**src/rtl/spimsc_pkg.sv**
```systemverilog
// Constants for the SPI master/slave core
// Behaviour
// - Wait mode with stop_in_wait clear behaves exactly like run mode.
// - Wait with stop_in_wait set stops clock generation; master freezes, resumes later.
// - Slave in wait with stop_in_wait set keeps shifting the current word.
// - Shallow stop: master pauses and resumes, slave keeps shifting.
// - Deeper stop disables block; all registers return to reset values on wake; here the transmit and receive data buffers keep their contents.
// - Only the master starts transfers; a slave waits for master clock edges.
// - Each transfer exchanges master and slave shift register contents simultaneously.
// - Serial clock pin is output as master, clock input as slave.
// - Slave responds only while select is low; master drives select low.
// - Written transmit word is held and loaded into shifter when transfer starts; here a phase 0 slave loads it only while disabled with select high.
// - After 8 or 16 bits, received word moves into receive buffer.
// - Master drives MOSI from shifter and samples MISO.
// - Slave drives MISO from shifter and samples MOSI on incoming clock.
// - With system_enable 0 all four pins are released.
// - Match flag sets when receive buffer equals the match value.
// - Shift order MSB-first or LSB-first per low_bit_first.
// - Master with fault detect flags mode fault when select is driven low externally.
// - Polarity 0 idles clock low; polarity 1 idles clock high.
// - Phase 0 first edge mid first bit; phase 1 first edge at bit start.
// - Clearing system_enable forces idle and clears all status bits; here transmit empty is set, not cleared.
// - With interrupt enable 1, request while receive-full or mode-fault is set.
package spimsc_pkg;
    localparam logic [4:0] SPIMSC_OFS_CONTROL_ONE = 5'h00;
    localparam logic [4:0] SPIMSC_OFS_CONTROL_TWO = 5'h04;
    localparam logic [4:0] SPIMSC_OFS_BAUD_SELECT = 5'h08;
    localparam logic [4:0] SPIMSC_OFS_FLAG_REGISTER = 5'h0c;
    localparam logic [4:0] SPIMSC_OFS_DATA_HIGH = 5'h10;
    localparam logic [4:0] SPIMSC_OFS_DATA_LOW = 5'h14;
    localparam logic [4:0] SPIMSC_OFS_MATCH_HIGH = 5'h18;
    localparam logic [4:0] SPIMSC_OFS_MATCH_LOW = 5'h1c;
    localparam logic [7:0] SPIMSC_RST_CONTROL_ONE = 8'h04;
    localparam logic [7:0] SPIMSC_RST_CONTROL_TWO = 8'h00;
    localparam logic [7:0] SPIMSC_RST_BAUD_SELECT = 8'h00;
    localparam logic [7:0] SPIMSC_RST_MATCH = 8'h00;
    // control_one fields
    localparam int SPIMSC_C1_RX_FAULT_IRQ_ENABLE = 7;
    localparam int SPIMSC_C1_SYSTEM_ENABLE = 6;
    localparam int SPIMSC_C1_TX_EMPTY_IRQ_ENABLE = 5;
    localparam int SPIMSC_C1_MASTER_SELECT = 4;
    localparam int SPIMSC_C1_CLOCK_POLARITY = 3;
    localparam int SPIMSC_C1_CLOCK_PHASE = 2;
    localparam int SPIMSC_C1_SELECT_OUTPUT_ENABLE = 1;
    localparam int SPIMSC_C1_LOW_BIT_FIRST = 0;
    // control_two fields
    localparam int SPIMSC_C2_MATCH_IRQ_ENABLE = 7;
    localparam int SPIMSC_C2_WORD_LENGTH_SELECT = 6;
    localparam int SPIMSC_C2_FAULT_DETECT_ENABLE = 4;
    localparam int SPIMSC_C2_BIDIR_OUTPUT_ENABLE = 3;
    localparam int SPIMSC_C2_STOP_IN_WAIT = 1;
    localparam int SPIMSC_C2_SINGLE_WIRE_PIN_CONTROL = 0;
    // baud_select fields
    localparam int SPIMSC_BR_PRESCALE_LSB = 4;
    localparam int SPIMSC_BR_DIVIDER_LSB = 0;
    // flag_register fields
    localparam int SPIMSC_FL_RECEIVE_FULL = 7;
    localparam int SPIMSC_FL_MATCH = 6;
    localparam int SPIMSC_FL_TRANSMIT_EMPTY = 5;
    localparam int SPIMSC_FL_MASTER_FAULT = 4;
    localparam logic [1:0] SPIMSC_HTRANS_NONSEQ = 2'b10;
    localparam logic [2:0] SPIMSC_HSIZE_WORD = 3'b010;
    localparam int SPIMSC_BITCNT_W = 5;
    localparam int SPIMSC_DIVCNT_W = 12;
endpackage : spimsc_pkg

```
**src/rtl/spimsc_core.sv**
```systemverilog
// SPI master/slave core with AHB-Lite register slave
//
// Chosen here: the register addresses and the AHB-Lite slave port.
`timescale 1ns/10ps
`default_nettype none
module spimsc_core
    import spimsc_pkg::*;
(
    // Clock and reset
    input wire logic core_clk_in,
    input wire logic reset_n_in,
    // AHB-Lite slave
    input wire logic hsel_in,
    input wire logic [31:0] haddr_in,
    input wire logic [1:0] htrans_in,
    input wire logic hwrite_in,
    input wire logic [2:0] hsize_in,
    input wire logic [31:0] hwdata_in,
    input wire logic hready_in,
    output logic [31:0] hrdata_out,
    output logic hreadyout_out,
    output logic hresp_out,
    // Power mode inputs
    input wire logic cpu_wait_in,
    input wire logic stop_shallow_in,
    input wire logic stop_deep_in,
    // Serial clock pin
    input wire logic serial_clock_pin_in,
    output logic serial_clock_pin_out,
    output logic serial_clock_pin_oe_out,
    // Data pins
    input wire logic mosi_in,
    output logic mosi_out,
    output logic mosi_oe_out,
    input wire logic miso_in,
    output logic miso_out,
    output logic miso_oe_out,
    // Select pin, active low
    input wire logic select_n_in,
    output logic select_n_out,
    output logic select_n_oe_out,
    // Interrupt request
    output logic irq_out
);
    typedef enum logic [1:0] {SPIMSC_IDLE, SPIMSC_SHIFT, SPIMSC_TAIL} spimsc_state_t;

    logic [7:0] control_one_q, control_two_q, baud_select_q, match_high_q, match_low_q;
    logic [15:0] tx_buf_q, rx_buf_q, shift_q;
    logic rx_full_q, match_q, tx_empty_q, fault_q;
    logic wr_pend_q;
    logic [4:0] wr_addr_q, rd_addr_q;
    logic [31:0] hrdata_q;
    spimsc_state_t state_q;
    logic [SPIMSC_BITCNT_W-1:0] edge_cnt_q;
    logic [SPIMSC_DIVCNT_W-1:0] div_cnt_q;
    logic sclk_q, sample_q;
    logic [2:0] sck_sync_q, mosi_sync_q, miso_sync_q, ss_sync_q;
    logic sck_s_q, mosi_s_q, miso_s_q, ss_s_q;
    logic rx_cap_q, status_read_q;

    wire en = control_one_q[SPIMSC_C1_SYSTEM_ENABLE];
    wire master_select = control_one_q[SPIMSC_C1_MASTER_SELECT];
    wire clock_polarity = control_one_q[SPIMSC_C1_CLOCK_POLARITY];
    wire clock_phase = control_one_q[SPIMSC_C1_CLOCK_PHASE];
    wire lsbf = control_one_q[SPIMSC_C1_LOW_BIT_FIRST];
    wire select_output_enable = control_one_q[SPIMSC_C1_SELECT_OUTPUT_ENABLE];
    wire wide = control_two_q[SPIMSC_C2_WORD_LENGTH_SELECT];
    wire fault_detect_enable = control_two_q[SPIMSC_C2_FAULT_DETECT_ENABLE];
    wire swai = control_two_q[SPIMSC_C2_STOP_IN_WAIT];
    wire bidir = control_two_q[SPIMSC_C2_SINGLE_WIRE_PIN_CONTROL];
    wire bidir_oe = control_two_q[SPIMSC_C2_BIDIR_OUTPUT_ENABLE];

    // Master clock generation halts in stop-in-wait and shallow stop
    wire hold_master = (cpu_wait_in && swai) || stop_shallow_in;

    function automatic logic [SPIMSC_DIVCNT_W-1:0] half_period(input logic [7:0] br);
        logic [3:0] pre;
        logic [8:0] div;
        pre = 4'({1'b0, br[SPIMSC_BR_PRESCALE_LSB +: 3]}) + 4'h1;
        div = 9'h002 << br[SPIMSC_BR_DIVIDER_LSB +: 3];
        // Reload for half a bit time of pre*div clocks; the tick cycle itself counts as one
        half_period = (SPIMSC_DIVCNT_W'(pre * div) >> 1) - SPIMSC_DIVCNT_W'(1);
    endfunction : half_period

    function automatic logic [15:0] word_of(input logic [15:0] hi_lo, input logic w);
        word_of = w ? hi_lo : {8'h00, hi_lo[7:0]};
    endfunction : word_of

    // AHB-Lite address phase capture
    wire ahb_go = hsel_in && hready_in && htrans_in[1];
    wire [15:0] data_word = word_of(rx_buf_q, wide);
    wire [15:0] match_word = word_of({match_high_q, match_low_q}, wide);
    wire [7:0] flag_byte = {rx_full_q, match_q, tx_empty_q, fault_q, 4'h0};

    function automatic logic [7:0] read_mux(input logic [4:0] a, input logic [7:0] c1, input logic [7:0] c2,
                                          input logic [7:0] br, input logic [7:0] fl, input logic [15:0] d,
                                          input logic [15:0] m);
        unique case (a)
            SPIMSC_OFS_CONTROL_ONE: read_mux = c1;
            SPIMSC_OFS_CONTROL_TWO: read_mux = c2;
            SPIMSC_OFS_BAUD_SELECT: read_mux = br;
            SPIMSC_OFS_FLAG_REGISTER: read_mux = fl;
            SPIMSC_OFS_DATA_HIGH: read_mux = d[15:8];
            SPIMSC_OFS_DATA_LOW: read_mux = d[7:0];
            SPIMSC_OFS_MATCH_HIGH: read_mux = m[15:8];
            SPIMSC_OFS_MATCH_LOW: read_mux = m[7:0];
            default: read_mux = 8'h00;
        endcase
    endfunction : read_mux

    always_ff @(posedge core_clk_in or negedge reset_n_in) begin
        if (!reset_n_in) begin
            wr_pend_q <= 1'b0;
            wr_addr_q <= 5'h00;
            rd_addr_q <= 5'h00;
            hrdata_q <= 32'h0000_0000;
        end else begin
            wr_pend_q <= ahb_go && hwrite_in && haddr_in[31:5] == 27'h0000000;
            wr_addr_q <= haddr_in[4:0];
            if (ahb_go && !hwrite_in && haddr_in[31:5] == 27'h0000000) begin
                hrdata_q <= {24'h000000, read_mux(haddr_in[4:0], control_one_q, control_two_q, baud_select_q,
                                                 flag_byte, data_word, {match_high_q, match_low_q})};
            end else begin
                hrdata_q <= 32'h0000_0000;
            end
            rd_addr_q <= (ahb_go && !hwrite_in) ? haddr_in[4:0] : 5'h1f;
        end
    end

    assign hrdata_out = hrdata_q;
    assign hreadyout_out = 1'b1;
    assign hresp_out = 1'b0;

    wire wr_c1 = wr_pend_q && wr_addr_q == SPIMSC_OFS_CONTROL_ONE;
    wire wr_dl = wr_pend_q && wr_addr_q == SPIMSC_OFS_DATA_LOW;
    wire wr_dh = wr_pend_q && wr_addr_q == SPIMSC_OFS_DATA_HIGH;
    // Receive buffer is released by a read of the low data byte after a flag read
    wire rd_dl = rd_addr_q == SPIMSC_OFS_DATA_LOW && status_read_q;

    // Configuration registers; deep stop returns all of them to reset values
    always_ff @(posedge core_clk_in or negedge reset_n_in) begin
        if (!reset_n_in) begin
            control_one_q <= SPIMSC_RST_CONTROL_ONE;
            control_two_q <= SPIMSC_RST_CONTROL_TWO;
            baud_select_q <= SPIMSC_RST_BAUD_SELECT;
            match_high_q <= SPIMSC_RST_MATCH;
            match_low_q <= SPIMSC_RST_MATCH;
        end else if (stop_deep_in) begin
            control_one_q <= SPIMSC_RST_CONTROL_ONE;
            control_two_q <= SPIMSC_RST_CONTROL_TWO;
            baud_select_q <= SPIMSC_RST_BAUD_SELECT;
            match_high_q <= SPIMSC_RST_MATCH;
            match_low_q <= SPIMSC_RST_MATCH;
        end else if (wr_pend_q) begin
            unique case (wr_addr_q)
                SPIMSC_OFS_CONTROL_ONE: control_one_q <= hwdata_in[7:0];
                SPIMSC_OFS_CONTROL_TWO: control_two_q <= hwdata_in[7:0] & 8'hdb;
                SPIMSC_OFS_BAUD_SELECT: baud_select_q <= hwdata_in[7:0] & 8'h77;
                SPIMSC_OFS_MATCH_HIGH: match_high_q <= hwdata_in[7:0];
                SPIMSC_OFS_MATCH_LOW: match_low_q <= hwdata_in[7:0];
                default: ;
            endcase
        end
    end

    // Pin input synchronisers: three flops, change accepted when last two agree
    always_ff @(posedge core_clk_in or negedge reset_n_in) begin
        if (!reset_n_in) begin
            sck_sync_q <= 3'h0;
            mosi_sync_q <= 3'h0;
            miso_sync_q <= 3'h0;
            ss_sync_q <= 3'h7;
            sck_s_q <= 1'b0;
            mosi_s_q <= 1'b0;
            miso_s_q <= 1'b0;
            ss_s_q <= 1'b1;
        end else begin
            sck_sync_q <= {sck_sync_q[1:0], serial_clock_pin_in};
            mosi_sync_q <= {mosi_sync_q[1:0], mosi_in};
            miso_sync_q <= {miso_sync_q[1:0], miso_in};
            ss_sync_q <= {ss_sync_q[1:0], select_n_in};
            if (sck_sync_q[1] == sck_sync_q[2]) sck_s_q <= sck_sync_q[2];
            if (mosi_sync_q[1] == mosi_sync_q[2]) mosi_s_q <= mosi_sync_q[2];
            if (miso_sync_q[1] == miso_sync_q[2]) miso_s_q <= miso_sync_q[2];
            if (ss_sync_q[1] == ss_sync_q[2]) ss_s_q <= ss_sync_q[2];
        end
    end

    // Data input: bidirectional mode reads the shared pin
    wire master_din = bidir ? mosi_s_q : miso_s_q;
    wire slave_din = bidir ? miso_s_q : mosi_s_q;
    wire [4:0] nbits = wide ? 5'd16 : 5'd8;
    wire [4:0] last_edge = wide ? 5'd31 : 5'd15;
    wire out_bit = lsbf ? shift_q[0] : (wide ? shift_q[15] : shift_q[7]);

    function automatic logic [15:0] shift_in(input logic [15:0] s, input logic b, input logic l, input logic w);
        if (l) shift_in = w ? {b, s[15:1]} : {8'h00, b, s[7:1]};
        else shift_in = {s[14:0], b};
    endfunction : shift_in

    // Slave clock edges seen through the synchroniser, leading/trailing per polarity and phase
    logic sck_prev_q;
    wire sck_edge = sck_s_q != sck_prev_q;
    wire sck_lead = sck_edge && (sck_s_q != clock_polarity);
    wire slave_sel = !master_select && !ss_s_q && en;
    wire slave_sample = slave_sel && sck_edge && (sck_lead ^ clock_phase);
    wire slave_drive = slave_sel && sck_edge && !(sck_lead ^ clock_phase);
    wire mode_fault = master_select && fault_detect_enable && !select_output_enable && !ss_s_q && en;
    wire master_start = en && master_select && !tx_empty_q && state_q == SPIMSC_IDLE && !hold_master && !fault_q;
    wire div_tick = div_cnt_q == '0;
    wire master_tick = state_q != SPIMSC_IDLE && div_tick && !hold_master;

    // Serial engine
    always_ff @(posedge core_clk_in or negedge reset_n_in) begin
        if (!reset_n_in) begin
            state_q <= SPIMSC_IDLE;
            edge_cnt_q <= '0;
            div_cnt_q <= '0;
            sclk_q <= 1'b0;
            shift_q <= 16'h0000;
            sample_q <= 1'b0;
            sck_prev_q <= 1'b0;
            rx_cap_q <= 1'b0;
        end else begin
            sck_prev_q <= sck_s_q;
            rx_cap_q <= 1'b0;
            if (!en || stop_deep_in || mode_fault) begin
                state_q <= SPIMSC_IDLE;
                edge_cnt_q <= '0;
                sclk_q <= clock_polarity;
                if (!master_select && ss_s_q) shift_q <= tx_buf_q;
            end else if (master_select) begin
                if (master_start) begin
                    shift_q <= tx_buf_q;
                    state_q <= SPIMSC_SHIFT;
                    div_cnt_q <= half_period(baud_select_q);
                    edge_cnt_q <= '0;
                    sclk_q <= clock_polarity;
                end else if (state_q != SPIMSC_IDLE && !hold_master && !div_tick) begin
                    div_cnt_q <= div_cnt_q - 1'b1;
                end else if (master_tick) begin
                    div_cnt_q <= half_period(baud_select_q);
                    // Trailing half period closes the frame; phase 1 shifts its last bit in here
                    if (state_q == SPIMSC_TAIL) begin
                        if (clock_phase) shift_q <= shift_in(shift_q, sample_q, lsbf, wide);
                        state_q <= SPIMSC_IDLE;
                        rx_cap_q <= 1'b1;
                    end else begin
                        sclk_q <= !sclk_q;
                        edge_cnt_q <= edge_cnt_q + 1'b1;
                        // Sample on one edge, shift on the other, so the output never moves on a sample edge
                        if (edge_cnt_q[0] == clock_phase) sample_q <= master_din;
                        else if (edge_cnt_q != '0) shift_q <= shift_in(shift_q, sample_q, lsbf, wide);
                        if (edge_cnt_q == last_edge) state_q <= SPIMSC_TAIL;
                    end
                end
            end else begin
                // Slave shifts on external edges in every power mode but deep stop
                if (slave_sample) shift_q <= shift_in(shift_q, slave_din, lsbf, wide);
                if (slave_sample) begin
                    edge_cnt_q <= edge_cnt_q + 1'b1;
                    if (edge_cnt_q == nbits - 5'd1) begin
                        edge_cnt_q <= '0;
                        rx_cap_q <= 1'b1;
                    end
                end
                if (slave_drive && edge_cnt_q == '0 && clock_phase) shift_q <= tx_buf_q;
            end
        end
    end

    // Status flags; hardware set wins over software clear, except that a data-low write wins over the transmit-empty set
    always_ff @(posedge core_clk_in or negedge reset_n_in) begin
        if (!reset_n_in) begin
            rx_full_q <= 1'b0;
            match_q <= 1'b0;
            tx_empty_q <= 1'b1;
            fault_q <= 1'b0;
            rx_buf_q <= 16'h0000;
            tx_buf_q <= 16'h0000;
            status_read_q <= 1'b0;
        end else if (!en || stop_deep_in) begin
            rx_full_q <= 1'b0;
            match_q <= 1'b0;
            tx_empty_q <= 1'b1;
            fault_q <= 1'b0;
            status_read_q <= 1'b0;
        end else begin
            if (rd_addr_q == SPIMSC_OFS_FLAG_REGISTER) status_read_q <= 1'b1;
            else if (rd_dl || wr_c1) status_read_q <= 1'b0;
            if (wr_dh) tx_buf_q[15:8] <= hwdata_in[7:0];
            if (wr_dl) begin
                tx_buf_q[7:0] <= hwdata_in[7:0];
                tx_empty_q <= 1'b0;
            end else if (master_start || (slave_drive && edge_cnt_q == '0)) begin
                tx_empty_q <= 1'b1;
            end
            if (rx_cap_q) begin
                rx_buf_q <= word_of(shift_q, wide);
                rx_full_q <= 1'b1;
                match_q <= word_of(shift_q, wide) == match_word;
            end else if (rd_dl) begin
                rx_full_q <= 1'b0;
            end
            if (mode_fault) fault_q <= 1'b1;
            else if (wr_c1 && status_read_q) fault_q <= 1'b0;
        end
    end

    // Pin drivers, all from flops
    always_ff @(posedge core_clk_in or negedge reset_n_in) begin
        if (!reset_n_in) begin
            serial_clock_pin_out <= 1'b0;
            serial_clock_pin_oe_out <= 1'b0;
            mosi_out <= 1'b0;
            mosi_oe_out <= 1'b0;
            miso_out <= 1'b0;
            miso_oe_out <= 1'b0;
            select_n_out <= 1'b1;
            select_n_oe_out <= 1'b0;
            irq_out <= 1'b0;
        end else begin
            serial_clock_pin_out <= state_q == SPIMSC_IDLE ? clock_polarity : sclk_q;
            serial_clock_pin_oe_out <= en && master_select;
            mosi_out <= out_bit;
            mosi_oe_out <= en && master_select && (!bidir || bidir_oe);
            miso_out <= out_bit;
            miso_oe_out <= en && !master_select && !ss_s_q && (!bidir || bidir_oe);
            select_n_out <= state_q == SPIMSC_IDLE;
            select_n_oe_out <= en && master_select && fault_detect_enable && select_output_enable;
            irq_out <= (control_one_q[SPIMSC_C1_RX_FAULT_IRQ_ENABLE] && (rx_full_q || fault_q))
                || (control_one_q[SPIMSC_C1_TX_EMPTY_IRQ_ENABLE] && tx_empty_q && en)
                || (control_two_q[SPIMSC_C2_MATCH_IRQ_ENABLE] && match_q);
        end
    end
endmodule : spimsc_core
`default_nettype wire

```
**config.mk**
```make
export PLATFORM = sky130hd
export DESIGN_NAME = spimsc_core
export DESIGN_NICKNAME = d
export VERILOG_FILES = /design/src/rtl/spimsc_pkg.sv /design/src/rtl/spimsc_core.sv
export SDC_FILE = /design/constraint.sdc
export NUM_CORES = 1
export LEC_CHECK = 0
export ABC_AREA = 1
export BUFFER_PORTS_ARGS = -buffer_cell sky130_fd_sc_hd__buf_2
export CAP_MARGIN = 20
export CORE_MARGIN = 8
export CORE_UTILIZATION = 60
export CTS_BUF_LIST = sky130_fd_sc_hd__clkbuf_2
export CTS_CLUSTER_SIZE = 10
export DETAILED_ROUTE_END_ITERATION = 16
export PLACE_DENSITY = 0.8
export SYNTH_ARGS = -nofsm -noshare
export SYNTH_HDL_FRONTEND = slang
export SYNTH_SLANG_ARGS = --single-unit
```
**constraint.sdc**
```tcl
create_clock -name core_clk_in -period 4.1 [get_ports core_clk_in]
set_input_delay 0.41 -clock core_clk_in [delete_from_list [all_inputs] [get_ports core_clk_in]]
set_output_delay 0.41 -clock core_clk_in [all_outputs]
set_load 0.1 [all_outputs]
```
After elaboration in Yosys (flattened, before gate mapping)
Cells that the tools add are included.

cells by class
  add/subtract/negate cells = 5
  multipliers = 1
  eq/ne operators = 35
  shift operators = 1
  muxes and demuxes = 90
  bitwise gates (word level) = 6
  reductions and logical operators = 104

operators with widths
  cell                   number
  $mux 16                19
  $mux 8                 16
  $pmux 8 s8             1
  $mux 5                 11
  $eq 5x5->1 const B     9
  $logic_and 1x1->1      44
  $mux 12                3
  $mux 1                 33
  $logic_not 27->1       1
  $reduce_bool 3->1      7
  $eq 5x4->1 const B     4
  $reduce_bool 2->1      9
  $eq 16x16->1           1
  $reduce_and 2->1       8
  $logic_not 5->1        3
  $mux 2                 7
  $reduce_and 7->1       2
  $logic_not 1->1        12
  $logic_not 12->1       1
  $mul 4x9->12           1
  $reduce_and 4->1       3
  $sub 11x1->12 const B  1
  $sub 12x1->12 const B  1
  $eq 5x3->1 const B     2
  other kinds (21)       43

storage, ports and cells
  flip-flop bits (word level) = 183
  output and inout port bits = 43
  logic and storage cells = 283

Logic depth before layout (Yosys ltp)
  word-level depth = 10
  mapped depth = 21

Worst setup path after synthesis
OpenSTA, ideal clock, no wires.

  path type = register to register
  start = register baud_select_q[4]
  end = register div_cnt_q[8]
  library setup time = 0.123 ns
  arrival time = 3.514 ns
  data required time = 3.977 ns
  path slack = 0.463 ns
  stages on the path, launching flop included = 16
  path buffers = 0
  cell sequence = dfrtp_1 ha_1 xnor2_1 or2_2 fa_1 inv_1 fa_1 fa_1 nor2_1 nand2_1 nor2_1 nand3_1 nor2_1 nor2_1 o21ai_0 nand2_1

between the ends
  cells in the longest elaborated chain, start to end = 6

ends and longest elaborated chain
  element                   line                text
  start: declaration        spimsc_core.sv:47   logic [7:0] control_one_q, control_two_q, baud_select_q, match_high_q, match_low_q;
  start signal: assignment  spimsc_core.sv:158  SPIMSC_OFS_BAUD_SELECT: baud_select_q <= hwdata_in[7:0] & 8'h77;
  $add 3x1->4 (*)           spimsc_core.sv:79   pre = 4'({1'b0, br[SPIMSC_BR_PRESCALE_LSB +: 3]}) + 4'h1;
  $mul 4x9->12 (*)          spimsc_core.sv:82   half_period = (SPIMSC_DIVCNT_W'(pre * div) >> 1) - SPIMSC_DIVCNT_W'(1);
  $sub 11x1->12 (*)         spimsc_core.sv:82
  $mux 12                   spimsc_core.sv:241  end else if (master_tick) begin
  $mux 12                   spimsc_core.sv:239  end else if (state_q != SPIMSC_IDLE && !hold_master && !div_tick) begin
  $mux 12 (*)               spimsc_core.sv:233  if (master_start) begin
  end signal: assignment    spimsc_core.sv:236  div_cnt_q <= half_period(baud_select_q);
  end signal: assignment    spimsc_core.sv:240  div_cnt_q <= div_cnt_q - 1'b1;
  end signal: assignment    spimsc_core.sv:242  div_cnt_q <= half_period(baud_select_q);
  end: declaration          spimsc_core.sv:55   logic [SPIMSC_DIVCNT_W-1:0] div_cnt_q;

Mark *: on every way between the ends. The rest lies on a longest branch, timed or not. The select of a mux whose other input is x is not followed.
A chain may end at the register's enable or synchronous reset.

Final worst setup path
  start = register baud_select_q[4]
  end = register div_cnt_q[10]

The elaborated chain is that of the path after synthesis.

==> results.json <==
{
  "io_pins": 124,
  "switching_share_pct": 33.3,
  "p_sw_mw": 1.01,
  "endpoint_kind": "register",
  "rsz0062_at_grt": "yes",
  "dp_hpwl_um": 17200,
  "cts_root_buf": "clkbuf_2",
  "min_path_cells": 4,
  "core_area_um2": 14600,
  "p_seq_share_pct": 53.0,
  "status": "complete, no violations",
  "clock_latency_ns": 0.78,
  "start_util_pct": 61.5,
  "first_pass_iters": 5,
  "max_freq_mhz": 258,
  "die_area_um2": 19100,
  "yosysUniqueCellTypes": 49,
  "fp.dieH_um": 138,
  "synth_edf_count": 0,
  "clock_skew_ns": 0.0561,
  "ys_top_cells_by_area": "dfrtp_1 41%, nand2_1 11%, o21ai_0 7.5%",
  "p_comb_share_pct": 17.3,
  "via_per_inst": 5.62,
  "drc": 0,
  "drv_cap": 0,
  "grt_busiest_layer": "met2",
  "cp-start-kind": "register",
  "synth_common_cells": "272 x nand2_1, 155 x inv_1, 148 x dfrtp_1, 134 x o21ai_0, 101 x nor2_1",
  "cp_max_fo": 8,
  "worstHoldPathType": "primary input to register",
  "final_antenna_net_count": 0,
  "cts_tree": "done",
  "cp.arrival_ns": 4.60,
  "p_per_area_nw_per_um2": 307,
  "yosysSeqAreaShare_pct": 43.3,
  "slew_violations": 0,
  "reg2reg_setup_slack_ns": 0.22,
  "grt_max_degree": 109,
  "p_clk_share_pct": 29.7,
  "fin_util_pct": 67.9,
  "cts_buffers": 17,
  "detail_route.iter0.violations": 756,
  "grtUsageMet1_pct": 30.7,
  "fin_nets": 1365,
  "fp.dieW_um": 138,
  "clkTransAtPathRegs_ns": 0.24,
  "clock-sinks": 155,
  "gr-total-overflow": 0,
  "critical_path_class": "register to register",
  "grt_pass1_wl_um": 37700,
  "period_share_pct": 94.7,
  "reg2regPathDepth": 17,
  "row_count": 44,
  "portBuffers": 69,
  "gp_congestion": 1.01,
  "synth-main-ff-cell": "dfrtp_1",
  "timing.final.crit_period_ns": 3.88,
  "wl_per_cell_um": 15.8,
  "relSlewSlack_pct": 35.7,
  "syn_inst": 1161,
  "grtUsageMet2_pct": 38.5,
  "p_leak_nw": 4.98,
  "power_mw": 3.04,
  "peakVddDrop_uv": 264,
  "vias": 8143,
  "p_int_mw": 2.03,
  "async_flop_share_pct": 100,
  "cts_max_level": 4,
  "cts_buffer_depth": 2,
  "crit_required_ns": 4.81,
  "synth_top_area_share_pct": 41.3,
  "ys_warn_count": 0,
  "holdWs_ns": 0.136,
  "ys_ff_latch": 155,
  "fillers": 1228,
  "synth_most_common_cell": "nand2_1",
  "syn-cell-area_um2": 8980,
  "use_met3_pct": 4.55,
  "grt_pass1_vias": 7798,
  "hold_viol_final": 0,
  "drive_above_1_share_pct": 12.6,
  "antenna_found_initial": 1,
  "wl_um": 23000,
  "syn_to_final_growth_pct": 10.4,
  "max_slew.worst_pin.slew_ns": 0.965,
  "setup_viol": 0,
  "grt.total_usage_pct": 23.7,
  "syn_avg_cell_area_um2": 7.73,
  "yosysTopAreaCell": "dfrtp_1"
}
metrics by stage:
step / instances / TNS, ns / area (µm²) / worst slack, ns
after global placement: 1392 / 0 / 9370 / 0.237
final: 1450 / 0 / 9910 / 0.217
after detailed placement: 1392 / 0 / 9370 / 0.143
after CTS: 1447 / 0 / 9850 / 0.118
after floorplan: 1185 / 0 / 9070 / 0.463
after global routing: 1450 / -0.00979 / 9910 / -0.00979
flip-flops by register name, summed over array words and instances (netlist names), 2 cells and up:
name	count
sck_sync_q	3
miso_sync_q	3
rx_buf_q	16
hrdata_out	8
div_cnt_q	12
control_two_q	6
state_q	2
control_one_q	8
match_low_q	8
ss_sync_q	3
mosi_sync_q	3
match_high_q	8
shift_q	16
baud_select_q	6
edge_cnt_q	5
rd_addr_q	5
wr_addr_q	5
tx_buf_q	16
repair_timing:
action                     CTS  global route
hold endpoints to repair   131             0
setup endpoints to repair    0             5
resized for setup            0            10
buffers inserted             0             2
hold buffers                23             0
metal layers:
metal,vias to the layer above,part of all wire [%]
met5,-,0
met4,0,3.0
met2,361,47
li1,3893,-
met3,54,7.7
met1,3835,42
cell families (layout without fill, tap and decap cells):
| logic type | after synthesis | in the layout | synth area share [%] |
|---|---|---|---|
| simple gates | 526 | 526 | 25.8 |
| buf+inv | 216 | 296 | 10.6 |
| compound gates | 209 | 209 | 12.5 |
| flops | 155 | 155 | 43.3 |
| fa+ha+maj | 36 | 36 | 5.91 |
| xor+xnor | 16 | 16 | 1.56 |
| other cells | 2 | 27 | 0.0837 |
| mux | 1 | 1 | 0.112 |
final cells by class:
cell class                      instances  area (µm²)  share of cell area [%]
Inverter                              163         626                    6.31
Tap cell                              184         230                    2.32
Clock inverter                         13         158                    1.59
Sequential cell                       155        3890                    39.2
Antenna cell                            1        2.50                  0.0253
Clock buffer                           19        95.1                   0.960
Timing Repair Buffer                  101         649                    6.55
Multi-Input combinational cell        814        4260                    43.0
final timing paths:
| path | from | endpoint |
|---|---|---|
| setup / recovery | baud_select_q[4]$_DFFE_PN0P_ | div_cnt_q[10]$_DFFE_PN0P_ |
| hold / removal | stop_deep_in | status_read_q$_DFFE_PN0P_ |
| setup reg to reg | baud_select_q[4]$_DFFE_PN0P_ | div_cnt_q[10]$_DFFE_PN0P_ |
| hold reg to reg | ss_sync_q[0]$_DFF_PN1_ | ss_sync_q[1]$_DFF_PN1_ |
| max in group asynchronous | reset_n_in | baud_select_q[1]$_DFFE_PN0P_ |
| min in group asynchronous | reset_n_in | wr_addr_q[1]$_DFF_PN0_ |
worst max-delay path: stages, from the launching register on:
cell and delay [ns]:
dfrtp_2 0.48, ha_1 0.21, xnor2_1 0.12, buf_4 0.16, or2_2 0.31, fa_1 0.50
inv_1 0.05, fa_1 0.54, fa_2 0.48, nor2_1 0.11, nand2_1 0.11, nor2_4 0.13
nand3_2 0.12, nor2_4 0.15, nand2_1 0.07, nand2_1 0.06, nand3_1 0.09, a21oi_1 0.15
cells in the final DEF (no fill, tap or decap), types with 3 or more instances in the layout:
cell | synthesis | final
maj3_1 | 4 | 4
inv_6 | 2 | 4
nand3_1 | 74 | 73
clkbuf_2 | 1 | 19
dlygate4sd3_1 | 0 | 23
a31oi_1 | 9 | 9
inv_8 | 0 | 4
o21ai_0 | 134 | 134
nand3_2 | 3 | 4
or2_0 | 7 | 7
nand2_1 | 272 | 272
ha_1 | 20 | 20
inv_1 | 155 | 155
dfrtp_1 | 148 | 147
dfstp_2 | 7 | 7
buf_2 | 2 | 68
nor2_4 | 2 | 5
fa_1 | 12 | 11
xor2_1 | 11 | 11
xnor2_1 | 5 | 4
nand2_2 | 3 | 3
nor4_1 | 11 | 11
o22ai_1 | 30 | 30
nor2_2 | 4 | 4
nand4_1 | 11 | 11
inv_2 | 3 | 3
buf_4 | 28 | 9
nor3_1 | 18 | 18
nor2_1 | 101 | 98
nand2_4 | 4 | 4
conb_1 | 2 | 26
a21oi_1 | 25 | 25
o211ai_1 | 4 | 4
or2_2 | 10 | 10
clkinv_4 | 0 | 3
power groups by stage:
| stage | logic [mW] | clock network (mW) | registers, mW |
|---|---|---|---|
| 2_1_floorplan | 0.372 | 0 | 1.63 |
| 3_3_place_gp | 0.475 | 0 | 1.64 |
| 3_5_place_dp | 0.484 | 0 | 1.64 |
| 4_1_cts | 0.501 | 0.909 | 1.61 |
| 5_1_grt | 0.580 | 0.971 | 1.62 |
| 6_report | 0.528 | 0.903 | 1.61 |
Power figures use the tool's default switching activity.
